$ cat src/hw/swr_pkg.sv
// Constants and types shared by the sleep, wake and reset-cause block
package swr_pkg;
    // Register byte offsets
    localparam logic [7:0] OFF_STATUS = 8'h00;
    localparam logic [7:0] OFF_CTRL = 8'h04;
    localparam logic [7:0] OFF_CFG = 8'h08;
    localparam logic [7:0] OFF_IRQ_STAT = 8'h0c;
    localparam logic [7:0] OFF_IRQ_MASK = 8'h10;
    localparam logic [7:0] OFF_STATE = 8'h14;
    localparam logic [7:0] OFF_PORT = 8'h18;
    // Cause flag positions in STATUS
    localparam int POS_TIMEOUT_N = 4;
    localparam int POS_POWERDOWN_N = 3;
    localparam int POS_PIN_WAKE = 7;
    // CTRL command bits
    localparam int POS_SLEEP_CMD = 0;
    localparam int POS_WDT_CLEAR = 1;
    // CFG bits
    localparam int POS_WDT_EN = 0;
    localparam int POS_WAKE_CHG_EN = 1;
    localparam int POS_EXT_RESET_MODE = 2;
    localparam logic [2:0] CFG_RESET = 3'h5;
    // Interrupt event bits
    localparam int IRQ_W = 3;
    localparam int POS_EV_WAKE = 0;
    localparam int POS_EV_WDT = 1;
    localparam int POS_EV_EXT = 2;
    localparam logic [IRQ_W-1:0] IRQ_STAT_RESET = 3'h0;
    localparam logic [IRQ_W-1:0] IRQ_MASK_RESET = 3'h0;
    // Flag values after power-up
    localparam logic TIMEOUT_N_RESET = 1'b1;
    localparam logic POWERDOWN_N_RESET = 1'b1;
    localparam logic PIN_WAKE_RESET = 1'b0;
    // Port pins
    localparam int IO_W = 6;
    localparam logic [IO_W-1:0] IO_OUT_RESET = 6'h00;
    localparam logic [IO_W-1:0] IO_OE_N_RESET = 6'h3f;
    localparam logic [2:0] PIN_REF_RESET = 3'h0;
    // Timing
    localparam int CLK_PERIOD_NS = 25;
    localparam int WDT_PERIOD_NS = 18000000;
    localparam int DRT_POR_NS = 18000000;
    localparam int DRT_RESET_NS = 300000;
    localparam int WDT_CYCLES = WDT_PERIOD_NS / CLK_PERIOD_NS;
    localparam int DRT_POR_CYCLES = (DRT_POR_NS + CLK_PERIOD_NS - 1) / CLK_PERIOD_NS;
    localparam int DRT_RESET_CYCLES = (DRT_RESET_NS + CLK_PERIOD_NS - 1) / CLK_PERIOD_NS;
    localparam int CNT_W = 20;
    localparam logic [CNT_W-1:0] CNT_ZERO = 20'h00000;
    // Power states
    typedef enum logic [1:0] {
        PS_RUN = 2'b00,
        PS_SLEEP = 2'b01,
        PS_RESET = 2'b10
    } swr_state_t;
endpackage : swr_pkg

$ cat src/hw/swr_sleep_wake.sv
// Sleep, wake-up and reset-cause controller with APB register access
// How it works
// - Watchdog time-out while running clears timeout and pin-wake flags, keeps powerdown.
// - Power-up sets powerdown flag; a sleep command while running clears it unless a watchdog or reset-pin reset wins that cycle.
// - External reset while running clears pin-wake flag, keeps the other two.
// - Pin-change wake leaves pin-wake 1, timeout 1, powerdown 0.
// - Watchdog wake from sleep clears timeout, so all three flags read zero.
// - Flags hold until the next reset or sleep command; a reset pin pulse alone changes neither timeout nor powerdown.
// - Sleep clears watchdog, sets timeout flag, clears powerdown, stops oscillator.
// - During sleep each I/O pin keeps its previous drive: high, low or off.
// - A watchdog reset never drives the external reset pin low.
// - With wake-on-change enabled, a change on pins 0 or 1, or on pin 3 when not the reset input, wakes.
// - Watchdog wakes from sleep only when enabled by configuration.
// - The shared pin acts as reset only when configured as reset input.
// - Pin wake compares against pin state at last port access.
// - A mismatch already present at sleep entry wakes at once.
// - The watchdog is cleared on every wake from sleep.
// - Every wake is carried out as a full device reset.
// - A watchdog time-out starts the reset timer holding the core in reset.
//
// The register addresses and the APB slave port are this design's own decisions.
module swr_sleep_wake #(
    parameter int WDT_CYC = swr_pkg::WDT_CYCLES,
    parameter int DRT_POR_CYC = swr_pkg::DRT_POR_CYCLES,
    parameter int DRT_RST_CYC = swr_pkg::DRT_RESET_CYCLES
) (
    input wire logic pclk,
    input wire logic presetn,
    input wire logic psel,
    input wire logic penable,
    input wire logic pwrite,
    input wire logic [7:0] paddr,
    input wire logic [31:0] pwdata,
    output logic [31:0] prdata,
    output logic pready,
    output logic pslverr,
    input wire logic ext_reset_pin_n_i,
    output logic ext_reset_pin_o,
    output logic ext_reset_pin_oe_n,
    input wire logic port_pin0,
    input wire logic port_pin1,
    input wire logic port_pin3,
    input wire logic [swr_pkg::IO_W-1:0] core_io_out,
    input wire logic [swr_pkg::IO_W-1:0] core_io_oe_n,
    output logic [swr_pkg::IO_W-1:0] io_out,
    output logic [swr_pkg::IO_W-1:0] io_oe_n,
    output logic osc_driver_en,
    output logic core_reset,
    output logic irq
);
    import swr_pkg::*;

    localparam logic [CNT_W-1:0] WDT_LAST = CNT_W'(WDT_CYC - 1);
    localparam logic [CNT_W-1:0] DRT_POR_LOAD = CNT_W'(DRT_POR_CYC - 1);
    localparam logic [CNT_W-1:0] DRT_RST_LOAD = CNT_W'(DRT_RST_CYC - 1);

    function automatic logic addr_is(input logic [7:0] a, input logic [7:0] off);
        addr_is = (a == off);
    endfunction : addr_is

    // Registers
    swr_state_t state_reg, state_next;
    logic timeout_flag_n_reg, timeout_flag_n_next;
    logic powerdown_flag_n_reg, powerdown_flag_n_next;
    logic pin_wake_flag_reg, pin_wake_flag_next;
    logic [CNT_W-1:0] wdt_cnt_reg, wdt_cnt_next;
    logic [CNT_W-1:0] drt_cnt_reg, drt_cnt_next;
    logic [2:0] cfg_reg;
    logic [2:0] pin_ref_reg;
    logic [IRQ_W-1:0] irq_stat_reg, irq_mask_reg;
    logic ext_low_d_reg;
    logic pready_reg, pslverr_reg;
    logic [31:0] prdata_reg;
    logic [IO_W-1:0] io_out_reg, io_oe_n_reg;
    logic osc_en_reg, core_reset_reg, irq_reg;

    // Bus decode
    wire access = psel & penable;
    wire done = access & pready_reg;
    wire wr_done = done & pwrite;
    wire rd_done = done & ~pwrite;
    wire sel_status = addr_is(paddr, OFF_STATUS);
    wire sel_ctrl = addr_is(paddr, OFF_CTRL);
    wire sel_cfg = addr_is(paddr, OFF_CFG);
    wire sel_irq_stat = addr_is(paddr, OFF_IRQ_STAT);
    wire sel_irq_mask = addr_is(paddr, OFF_IRQ_MASK);
    wire sel_state = addr_is(paddr, OFF_STATE);
    wire sel_port = addr_is(paddr, OFF_PORT);
    logic hit;
    logic [31:0] rdata;
    // Pin 3 is a plain watched input unless it serves as the reset pin
    wire [2:0] watched_now = {port_pin3, port_pin1, port_pin0};

    always_comb begin
        hit = 1'b1;
        rdata = 32'h00000000;
        if (sel_status) begin
            rdata[POS_PIN_WAKE] = pin_wake_flag_reg;
            rdata[POS_TIMEOUT_N] = timeout_flag_n_reg;
            rdata[POS_POWERDOWN_N] = powerdown_flag_n_reg;
        end else if (sel_ctrl) begin
            rdata = 32'h00000000;
        end else if (sel_cfg) begin
            rdata[2:0] = cfg_reg;
        end else if (sel_irq_stat) begin
            rdata[IRQ_W-1:0] = irq_stat_reg;
        end else if (sel_irq_mask) begin
            rdata[IRQ_W-1:0] = irq_mask_reg;
        end else if (sel_state) begin
            rdata[1:0] = state_reg;
            rdata[2] = osc_en_reg;
            rdata[3] = core_reset_reg;
            rdata[6:4] = pin_ref_reg;
        end else if (sel_port) begin
            rdata[2:0] = watched_now;
        end else begin
            hit = 1'b0;
        end
    end

    // Configuration view
    wire wdt_en = cfg_reg[POS_WDT_EN];
    wire wake_chg_en = cfg_reg[POS_WAKE_CHG_EN];
    wire ext_mode = cfg_reg[POS_EXT_RESET_MODE];

    // Commands
    wire cmd_wr = wr_done & sel_ctrl & ~pslverr_reg;
    wire sleep_cmd = cmd_wr & pwdata[POS_SLEEP_CMD] & (state_reg == PS_RUN);
    wire wdt_clear_cmd = cmd_wr & pwdata[POS_WDT_CLEAR];
    // Any port access re-arms the change reference
    wire port_access = done & sel_port;

    wire [2:0] watch_mask = {~ext_mode, 2'b11};
    wire ext_low = ext_mode & ~ext_reset_pin_n_i;
    wire ext_fall = ext_low & ~ext_low_d_reg;
    // All detection runs on pclk, which keeps running while the core oscillator is off
    wire wdt_to = wdt_en & (wdt_cnt_reg == WDT_LAST);
    // Level compare, so a stale mismatch wakes straight away
    wire pin_chg = wake_chg_en & (((watched_now ^ pin_ref_reg) & watch_mask) != 3'h0);

    wire asleep = (state_reg == PS_SLEEP);
    wire running = (state_reg == PS_RUN);
    wire wake_ext = asleep & ext_fall;
    wire wake_wdt = asleep & ~ext_fall & wdt_to;
    wire wake_pin = asleep & ~ext_fall & ~wdt_to & pin_chg;
    wire any_wake = wake_ext | wake_wdt | wake_pin;
    wire run_ext = running & ext_fall;
    wire run_wdt = running & ~ext_fall & wdt_to;

    // Power state and reset-cause flags
    always_comb begin
        state_next = state_reg;
        timeout_flag_n_next = timeout_flag_n_reg;
        powerdown_flag_n_next = powerdown_flag_n_reg;
        pin_wake_flag_next = pin_wake_flag_reg;
        drt_cnt_next = drt_cnt_reg;
        case (state_reg)
            PS_RUN: begin
                if (run_ext) begin
                    state_next = PS_RESET;
                    pin_wake_flag_next = 1'b0;
                    drt_cnt_next = DRT_RST_LOAD;
                end else if (run_wdt) begin
                    state_next = PS_RESET;
                    timeout_flag_n_next = 1'b0;
                    pin_wake_flag_next = 1'b0;
                    drt_cnt_next = DRT_RST_LOAD;
                end else if (sleep_cmd) begin
                    state_next = PS_SLEEP;
                    timeout_flag_n_next = 1'b1;
                    powerdown_flag_n_next = 1'b0;
                end
            end
            PS_SLEEP: begin
                if (any_wake) begin
                    state_next = PS_RESET;
                    drt_cnt_next = DRT_RST_LOAD;
                end
                if (wake_ext) begin
                    pin_wake_flag_next = 1'b0;
                end else if (wake_wdt) begin
                    timeout_flag_n_next = 1'b0;
                    pin_wake_flag_next = 1'b0;
                end else if (wake_pin) begin
                    pin_wake_flag_next = 1'b1;
                end
            end
            PS_RESET: begin
                // Timer waits for the reset pin to be released
                if (ext_low) begin
                    drt_cnt_next = DRT_RST_LOAD;
                end else if (drt_cnt_reg == CNT_ZERO) begin
                    state_next = PS_RUN;
                end else begin
                    drt_cnt_next = drt_cnt_reg - CNT_W'(1);
                end
            end
            default: begin
                state_next = PS_RESET;
                drt_cnt_next = DRT_RST_LOAD;
            end
        endcase
    end

    // Watchdog keeps counting in sleep; cleared on sleep, wake and command
    wire wdt_restart = ~wdt_en | wdt_to | sleep_cmd | any_wake | wdt_clear_cmd;
    assign wdt_cnt_next = wdt_restart ? CNT_ZERO : wdt_cnt_reg + CNT_W'(1);

    // Interrupt status: set wins over the read clear
    wire [IRQ_W-1:0] ev;
    assign ev[POS_EV_WAKE] = any_wake;
    assign ev[POS_EV_WDT] = wdt_to;
    assign ev[POS_EV_EXT] = ext_fall;
    wire irq_rd = rd_done & sel_irq_stat;
    wire [IRQ_W-1:0] irq_clr = irq_rd ? prdata_reg[IRQ_W-1:0] : IRQ_STAT_RESET;
    wire [IRQ_W-1:0] irq_stat_next = (irq_stat_reg & ~irq_clr) | ev;

    // I/O drive frozen across sleep
    wire hold_io = (state_next == PS_SLEEP);
    wire [IO_W-1:0] io_out_next = hold_io ? io_out_reg : core_io_out;
    wire [IO_W-1:0] io_oe_n_next = hold_io ? io_oe_n_reg : core_io_oe_n;

    always_ff @(posedge pclk or negedge presetn) begin
        if (!presetn) begin
            state_reg <= PS_RESET;
            timeout_flag_n_reg <= TIMEOUT_N_RESET;
            powerdown_flag_n_reg <= POWERDOWN_N_RESET;
            pin_wake_flag_reg <= PIN_WAKE_RESET;
            wdt_cnt_reg <= CNT_ZERO;
            drt_cnt_reg <= DRT_POR_LOAD;
            ext_low_d_reg <= 1'b0;
        end else begin
            state_reg <= state_next;
            timeout_flag_n_reg <= timeout_flag_n_next;
            powerdown_flag_n_reg <= powerdown_flag_n_next;
            pin_wake_flag_reg <= pin_wake_flag_next;
            wdt_cnt_reg <= wdt_cnt_next;
            drt_cnt_reg <= drt_cnt_next;
            ext_low_d_reg <= ext_low;
        end
    end

    always_ff @(posedge pclk or negedge presetn) begin
        if (!presetn) begin
            cfg_reg <= CFG_RESET;
            irq_mask_reg <= IRQ_MASK_RESET;
            irq_stat_reg <= IRQ_STAT_RESET;
            pin_ref_reg <= PIN_REF_RESET;
        end else begin
            if (wr_done && sel_cfg) begin
                cfg_reg <= pwdata[2:0];
            end
            if (wr_done && sel_irq_mask) begin
                irq_mask_reg <= pwdata[IRQ_W-1:0];
            end
            irq_stat_reg <= irq_stat_next;
            if (port_access) begin
                pin_ref_reg <= watched_now;
            end
        end
    end

    // One wait state: pready rises in the second access cycle
    always_ff @(posedge pclk or negedge presetn) begin
        if (!presetn) begin
            pready_reg <= 1'b0;
            pslverr_reg <= 1'b0;
            prdata_reg <= 32'h00000000;
        end else begin
            pready_reg <= access & ~pready_reg;
            pslverr_reg <= access & ~pready_reg & ~hit;
            if (access && !pready_reg) begin
                prdata_reg <= pwrite ? 32'h00000000 : rdata;
            end
        end
    end

    always_ff @(posedge pclk or negedge presetn) begin
        if (!presetn) begin
            io_out_reg <= IO_OUT_RESET;
            io_oe_n_reg <= IO_OE_N_RESET;
            osc_en_reg <= 1'b1;
            core_reset_reg <= 1'b1;
            irq_reg <= 1'b0;
        end else begin
            io_out_reg <= io_out_next;
            io_oe_n_reg <= io_oe_n_next;
            osc_en_reg <= (state_next != PS_SLEEP);
            core_reset_reg <= (state_next == PS_RESET);
            irq_reg <= |(irq_stat_next & irq_mask_reg);
        end
    end

    // The reset pin is input only; an internal reset never pulls it
    always_ff @(posedge pclk or negedge presetn) begin
        if (!presetn) begin
            ext_reset_pin_o <= 1'b1;
            ext_reset_pin_oe_n <= 1'b1;
        end else begin
            ext_reset_pin_o <= 1'b1;
            ext_reset_pin_oe_n <= 1'b1;
        end
    end

    assign prdata = prdata_reg;
    assign pready = pready_reg;
    assign pslverr = pslverr_reg;
    assign io_out = io_out_reg;
    assign io_oe_n = io_oe_n_reg;
    assign osc_driver_en = osc_en_reg;
    assign core_reset = core_reset_reg;
    assign irq = irq_reg;
endmodule : swr_sleep_wake

$ cat config.mk
export PLATFORM = sky130hd
export DESIGN_NAME = swr_sleep_wake
export DESIGN_NICKNAME = d
export VERILOG_FILES = /design/src/hw/swr_pkg.sv /design/src/hw/swr_sleep_wake.sv
export SDC_FILE = /design/constraint.sdc
export NUM_CORES = 1
export LEC_CHECK = 0
export ABC_AREA = 1
export BUFFER_PORTS_ARGS = -buffer_cell sky130_fd_sc_hd__buf_2
export CAP_MARGIN = 5
export CELL_PAD_IN_SITES_DETAIL_PLACEMENT = 2
export CELL_PAD_IN_SITES_GLOBAL_PLACEMENT = 2
export CORE_AREA = 2 2 135 137
export CTS_CLUSTER_SIZE = 12
export DETAILED_ROUTE_END_ITERATION = 7
export DIE_AREA = 0 0 137 139
export PLACE_DENSITY = 0.78
export SLEW_MARGIN = 5
export SYNTH_ARGS = -nofsm -noshare
export SYNTH_HDL_FRONTEND = slang
export SYNTH_SLANG_ARGS = --single-unit
$ cat constraint.sdc
create_clock -name pclk -period 1.76 [get_ports pclk]
set_input_delay 0.088 -clock pclk [delete_from_list [all_inputs] [get_ports pclk]]
set_output_delay 0.088 -clock pclk [all_outputs]
set_load 0.01 [all_outputs]
==> reports/summary.md, run 1 <==
Setup repair after global routing could not meet its margin everywhere. The number of antenna-violating nets in the routed design is 0. Of the cells placed in the final design, the portion with a size suffix greater than 1 is 42.75%.

For the worst setup slack after layout, the log shows -306.7 ps. In the final layout, flip-flops and latches occupy 2112 sq um. The run gives 0 as the max-slew violation total from the final report.

Quantity of I/O buffers inserted on ports: 56. The number of iterations in the first detailed-routing pass was 4. The count of routing violations after the opening detailed-route iteration is 204, and the post-synthesis cell area is 4831 sq um. The run gives 483.9 MHz as the achievable clock frequency. At the pin with the least slew margin, the transition time is 546.9 ps. STA classifies the critical path endpoint as a flop. The run finished, with violations left. The via count of the first global-routing pass is 5438. After clock tree synthesis, the clock-pin slew on the worst setup and hold paths is 70 ps.

The total area inside the core boundary comes to 17660 sq um. The largest area contributor in the synthesized netlist was sky130_fd_sc_hd__dfrtp_1. The H-tree was split into 3 levels. The logs give 0.7575 for the placer congestion estimate and 5.312 mW for the total power.

The tools report the floorplan die area as 19040 sq um. For the worst setup path, the data arrival time is 2300 ps. The critical path is of the flop to flop type. The flip-flop and latch count after synthesis works out to 83. Yosys mapped a number of flops with a built-in enable equal to 0. Max-cap violations in this run came to 0. The critical path data required time was 2000 ps. The number of cell rows was 49. The tools report the kind of start point of the critical path as a flop. Kind of path behind the tightest hold check: primary input to flop.

The biggest fanout along the worst timing path was 5; the die boundary height was 139 microns. The portion of synthesized area spent on multiplexers is 0.4662%. In this run the biggest area consumer among cell types represents 28.49% of the synthesized area. The number of fill cells is 1993, and the register area share after synthesis is 43.72%. In the post-synthesis netlist, the biggest area contributors are sky130_fd_sc_hd__dfrtp_1 28%, sky130_fd_sc_hd__dfstp_2 15%, sky130_fd_sc_hd__nand2_1 13%, sky130_fd_sc_hd__nor2_1 7.6%, sky130_fd_sc_hd__buf_4 4.2%.

The maximum clock skew at final layout was 10.12 ps; the cell count after placement was 955. Of the total synthesized cell area, the portion taken by XOR and XNOR cells is 3.626%. The tools report the leakage power summed over all cells as 3.409 nW.

For this configuration, the core starts out at a cell density of 27.36%. Summing the areas of all compound-gate instances in the mapped netlist gives 7.511% of the synthesized area. The maximum number of buffers from clock root to sink was 2; the final worst-path cycle share was 117.4%. The total area of multi-input combinational cells is 2800 sq um, and the relative area change from synthesis to final layout is 44.91%.

The routed design could run at a clock period as short as 2067 ps. During synthesis, Yosys emitted a total of 0 warnings. In this run, distinct cell masters in the synthesized netlist total 43. Number of primary I/O pins: 112.

After synthesis, the largest family of logic cells by area is simple AND/OR/NAND/NOR gates. The routed length per placed instance came out at 20.35 microns. The overall overflow remaining after global route came out at 0. Summing the areas of all fa, ha and maj instances in the mapped netlist gives 0.5180% of the synthesized area. The final reports fail on negative hold slack, negative setup slack. TritonCTS built the clock tree.

For this block, the via count after detailed routing is 4854. The tightest hold margin was -4.791 ps. In the synthesized netlist the dominant register cell turns out to be sky130_fd_sc_hd__dfrtp_1. CTS saw 83 sinks. Number of CTS-inserted buffers: 9. Measured against its own limit, the worst slew margin works out to 63.54%. After Yosys synthesis, and, or, nand and nor cells account for 33.33% of the synthesized area.

The largest net degree at the start of global routing came out at 84. The synthesized instance count is 623, and the number of remaining DRC errors is 0. Final hold violation count: 1.

Once placement finished, the instance area stood at 5744 sq um. The mean instance size in the synthesized netlist came out at 7.754 sq um. Sorting the synthesized cells by how often they occur yields 167 x sky130_fd_sc_hd__nand2_1, 98 x sky130_fd_sc_hd__nor2_1, 55 x sky130_fd_sc_hd__dfrtp_1. For the initial antenna violation count, the log shows 0. Leaving out filler cells and counting taps, the final layout contains 1008. The most common cell in the synthesized netlist was sky130_fd_sc_hd__nand2_1. The final layout contains routed wiring with a total length of 20.51 mm.

Total inserted antenna cells: 0. The finished layout cell area was 7000 sq um; the first-pass GRT wire length was 27.79 mm. The worst supply voltage drop on vdd was 0.4784 mV.

The chip width was 137 microns; the setup violation total in the final timing report was 60. The HPWL after detailed placement is 11.75 mm. At the later pin of the worst-skew pair, clock insertion delay measures 360 ps. The power density over the cells was 758.8 nW/um^2. The cell sitting at the root of the clock tree is a sky130_fd_sc_hd__clkbuf_16. For this run, asynchronously set or reset flops after synthesis account for 100.0%. The tools report the final-stage net count as 837. The post-detailed-route via-to-cell ratio works out to 4.815. The tools report the global-route usage over all layers as 18.53%.
==> placed cells by master, fill, tap and decap left out, drive strengths merged, types with 5 or more instances in the layout <==
cell	count
o21ai	33
clkbuf	18
nand4	17
nand2	182
xor2	10
dfstp	28
buf	136
xnor2	10
nand3b	5
dfrtp	55
a21oi	8
nor2	101
nand3	43
conb	26
inv	61
nor3	7
dlygate4sd3	13
==> cells by family after synthesis <==
family	count (synthesis)
AND/OR/NAND/NOR	364
buffers and inverters	99
flip-flops	83
AO/OA/AOI/OAI	51
XOR/XNOR	20
adder cells (fa/ha/maj)	2
other	2
multiplexers	2
==> timing repair <==
item,CTS,global route
cloned,2,3
endpoints found under the hold margin,67,0
endpoints found under the setup margin,57,61
resized for setup,28,123
buffers inserted,3,16
hold buffers,13,0
pin swaps,7,27
==> power by group <==
| part | internal, mW | switching [mW] | leakage (nW) | total, mW |
|---|---|---|---|---|
| Combinational | 0.400 | 0.594 | 2.23 | 0.994 |
| Sequential | 2.08 | 0.140 | 1.03 | 2.22 |
| Clock | 1.22 | 0.873 | 0.150 | 2.09 |
==> stage by stage <==
stage	util [%]	setup TNS, ps	worst slack (ps)
floorplan	-	0	49.20
global route	39.65	-17040	-391.9
finish	39.65	-11790	-306.7
detailed placement	32.53	-5836	-235.8
global placement	32.53	-433.2	-40.10
CTS	36.02	-1374	-78.12
==> critical path: stages (launching register included) <==
cell                        delay [ps]
sky130_fd_sc_hd__dfrtp_1           400
sky130_fd_sc_hd__nand2_1           160
sky130_fd_sc_hd__inv_2             130
sky130_fd_sc_hd__nand2_1            90
sky130_fd_sc_hd__nor2_1            140
sky130_fd_sc_hd__nand4_1           230
sky130_fd_sc_hd__buf_4             240
sky130_fd_sc_hd__nand2_4            60
sky130_fd_sc_hd__nand2_4            50
sky130_fd_sc_hd__nand3_4           190
sky130_fd_sc_hd__clkbuf_16         190
sky130_fd_sc_hd__nor2_2             50
==> area by class of cell <==
cell class	instances	share of cell area [%]
Clock inverter	1	0.4290
Timing Repair Buffer	152	17.75
Tap cell	229	4.093
Multi-Input combinational cell	465	40.00
Sequential cell	83	30.17
Inverter	63	3.592
Clock buffer	15	3.968
==> metal layers <==
layer	GRT usage [%]	vias up	wire, microns
li1	-	2227	-
met4	5.969	0	595
met5	0	-	0
met3	2.668	42	524
met2	35.95	95	11330
met1	20.13	2490	8064
==> path summary, 6_finish.rpt <==
kind	start	to	slack (ps)	cells past startpoint
max	wdt_cnt_reg[5]	wdt_cnt_reg[15]	-310	11
min	penable	pready	-5	3
max reg2reg	wdt_cnt_reg[5]	wdt_cnt_reg[15]	-310	11
min reg2reg	powerdown_flag_n_reg	powerdown_flag_n_reg	450	2
max in group asynchronous	presetn	drt_cnt_reg[4]	1030	3
min in group asynchronous	presetn	io_out[3]	260	3
Power figures use the tool's default switching activity.
==> run 2, diff against run 1 <==
--- a/config.mk
+++ b/config.mk
@@ -14,6 +14,7 @@
 export CTS_CLUSTER_SIZE = 12
 export DETAILED_ROUTE_END_ITERATION = 7
 export DIE_AREA = 0 0 137 139
+export HOLD_SLACK_MARGIN = 0.06
 export PLACE_DENSITY = 0.78
 export SLEW_MARGIN = 5
 export SYNTH_ARGS = -nofsm -noshare
==> run 2 against run 1 <==
The flow finishes with violations (negative setup slack); clock-buffer cell count stayed put; die area unchanged; non-clock buffer count is 6 higher; clock power is essentially flat; cell count up 0.60%; setup slack improved by 100 ps; clock skew rose by 1.6 ps.
==> reports/summary.md, run 2 (synthesized netlist as in run 1, its figures left out) <==
The flow ran to the end, but the final reports show violations. Failing checks: negative setup slack (was negative hold slack, negative setup slack). The type of the worst setup path was flop to flop (unchanged). The tools report the maximum clock skew at final layout as 11.69 ps (was 10.12 ps). The critical path data required time came out at 2000 ps (about the same). The power density over the cells works out to 752.4 nW/um^2 (was 758.8 nW/um^2).

The number of levels in the clock H-tree was 3 (unchanged); the routed wire length was 20.43 mm (was 20.51 mm). The tools report the global-route usage over all layers as 18.61% (was 18.53%). Kind of start point of the critical path: a flop (unchanged).

For the worst supply voltage drop on vdd, the log shows 0.5303 mV (was 0.4784 mV). The proportion of power drawn by flip-flops and latches came out at 41.8% (about the same). The starting density of the core is 27.36% (unchanged), and the relative area change from synthesis to final layout is 46.26% (was 44.91%). The accumulated negative setup slack was -7261 ps (was -11790 ps); the overall overflow remaining after global route was 0 (unchanged). Number of antenna-violating nets in the routed design: 0 (unchanged). The most common library cell in the layout ignoring fill and taps was sky130_fd_sc_hd__nand2_1 (unchanged). The worst setup slack after layout was -206.1 ps (was -306.7 ps).

The part of the power in combinational logic is 18.8% (was 18.7%), and the utilization after layout is 40.02% (was 39.65%). The achievable clock frequency is 508.6 MHz (was 483.9 MHz), and the leakage power summed over all cells is 3.438 nW (was 3.409 nW). The clock-pin slew of the registers on the worst-case setup and hold paths is 70 ps (about the same). The clock group share of total power was 39.5% (was 39.4%).

Number of cell rows: 49 (unchanged). TritonCTS built the clock tree. The number of fill cells was 1982 (was 1993). The tools report the number of iterations in the first detailed-routing pass as 4 (unchanged). The run gives 1.602 mW (was 1.607 mW) as the power spent charging and discharging nets. The run gives 7066 sq um (was 7000 sq um) as the finished layout cell area. The tools report the via count of the first global-routing pass as 5449 (was 5438). The launching point of the worst reg2reg path was wdt_cnt_reg[1] (was wdt_cnt_reg[5]). The final worst-path cycle share came out at 111.7% (was 117.4%).

The chip width works out to 137 microns (unchanged). The tools report the headroom to the max-slew limit as 64.95% (was 63.54%). The max-cap violation count was 0 (unchanged); the source-to-sink clock delay at the later pin of the worst-skew pair was 360 ps (about the same). The biggest fanout along the worst timing path was 5 (unchanged); the post-detailed-route via-to-cell ratio was 4.782 (was 4.815). Critical path startpoint: wdt_cnt_reg[1] (was wdt_cnt_reg[5]). Number of CTS-inserted buffers: 9 (unchanged).

The run gives 0 (unchanged) as the number of remaining DRC errors. Setup repair after global routing could not meet its margin everywhere. Launch point of the worst hold path: port_pin3 (was penable). The total area of multi-input combinational cells is 2805 sq um (was 2800 sq um), and the minimum clock period after layout is 1966 ps (was 2067 ps). The routed length per placed instance is 20.15 microns (was 20.35 microns), and the final hold violation count is 0 (was 1).

The logs give 4849 (was 4854) for the via count and 3.713 mW (was 3.704 mW) for the cell-internal power. The storage element area came out at 2112 sq um (unchanged). The kind of path behind the tightest hold check was primary input to flop (unchanged). The logs give 17660 sq um (unchanged) for the area of the core and 2 (unchanged) for the maximum number of buffers from clock root to sink. The slew of the pin with the lowest slew margin was 525.7 ps (was 546.9 ps); the count of routing violations after the opening detailed-route iteration was 114 (was 204). The clock sink count is 83 (unchanged). The post-place instance area was 5744 sq um (unchanged); the initial antenna violation count was 0 (unchanged).

The arrival time of data at the critical path endpoint came out at 2210 ps (was 2300 ps). Commonest cells after routing, fill and taps aside: 121 x sky130_fd_sc_hd__nand2_1, 67 x sky130_fd_sc_hd__nor2_1, 65 x sky130_fd_sc_hd__buf_4 (was 122 x sky130_fd_sc_hd__nand2_1, 67 x sky130_fd_sc_hd__nor2_1, 65 x sky130_fd_sc_hd__buf_4). The largest net degree at the start of global routing is 84 (unchanged).

The cell at the root of the clock tree was sky130_fd_sc_hd__clkbuf_16 (unchanged). The quantity of I/O buffers inserted on ports was 56 (unchanged); the die boundary height was 139 microns (unchanged). The total inserted antenna cells came out at 0 (unchanged).

Final-stage net count: 843 (was 837). For the floorplan die area, the log shows 19040 sq um (unchanged). The placer congestion estimate is 0.7575 (unchanged), and the number of primary I/O pins is 112 (unchanged). The max-slew violation total from the final report came out at 0 (unchanged). The first-pass GRT wire length is 27.90 mm (was 27.79 mm), and the post-DP HPWL is 11.75 mm (unchanged). The net switching fraction of the power was 30.14% (was 30.26%); the share of post-route cells with drive strength above 1 was 42.68% (was 42.75%). The tools report the setup violation total in the final timing report as 59 (was 60). The kind of end point of the critical path was a flop (unchanged).
## run 2: worst paths after layout
check | end | slack (ps) | cells after the start
setup / recovery | wdt_cnt_reg[11] | -210 | 10
setup reg to reg | wdt_cnt_reg[11] | -210 | 10
max in group asynchronous | drt_cnt_reg[4] | 1020 | 3
hold reg to reg | io_oe_n[0] | 470 | 2
min in group asynchronous | drt_cnt_reg[9] | 270 | 3
hold / removal | pin_ref_reg[2] | 80 | 3
## run 2: cell type report
class                   instances  share of cell area [%]
clock buffers                  15                   3.931
multi-input cells             465                   39.70
well taps                     229                   4.055
repair buffers                158                   18.43
clock inverters                 1                  0.4250
inverters                      63                   3.559
flip-flops and latches         83                   29.89
## run 2: stage by stage
stage / cells / setup slack (ps) / power [mW] / hold WS [ps]
after CTS: 995 / -78.12 / 5.224 / 61.89
final: 1014 / -206.1 / 5.316 / 80.95
after global placement: 955 / -40.10 / 3.046 / 168.8
after global routing: 1014 / -304.8 / 5.547 / 106.7
after detailed placement: 955 / -235.8 / 3.114 / 173.2
after floorplan: 647 / 49.20 / 2.725 / -207.6
## run 2: what timing repair did
| action | 4_1_cts | 5_1_grt |
|---|---|---|
| pin swaps | 7 | 28 |
| setup endpoints to repair | 57 | 62 |
| buffers inserted | 3 | 16 |
| gates cloned | 2 | 3 |
| hold endpoints to repair | 73 | 0 |
| gates resized for setup | 28 | 125 |
| hold buffers | 19 | 0 |
## run 2: layer usage
metal	part of all wire, %	global-route usage (%)	vias to the layer above
met1	39	20.27	2486
li1	-	-	2235
met3	2.6	2.668	43
met4	3.4	6.023	0
met5	0	0	-
met2	55	36.06	85
## run 2: power groups by stage
stage | Clock, mW | Sequential [mW] | Combinational [mW]
detailed placement | 0 | 2.23 | 0.886
finish | 2.10 | 2.22 | 0.997
CTS | 2.08 | 2.20 | 0.944
floorplan | 0 | 2.22 | 0.500
global placement | 0 | 2.22 | 0.831
global route | 2.21 | 2.24 | 1.10
## run 2: critical path, stage by stage, from the launching register on
cell	delay (ps)
sky130_fd_sc_hd__dfrtp_1	430
sky130_fd_sc_hd__ha_4	180
sky130_fd_sc_hd__nand3_4	140
sky130_fd_sc_hd__nor2_4	110
sky130_fd_sc_hd__nand4_1	210
sky130_fd_sc_hd__buf_4	230
sky130_fd_sc_hd__nand2_4	60
sky130_fd_sc_hd__nand2_4	50
sky130_fd_sc_hd__nand3_4	180
sky130_fd_sc_hd__clkbuf_16	190
sky130_fd_sc_hd__nor2_2	40
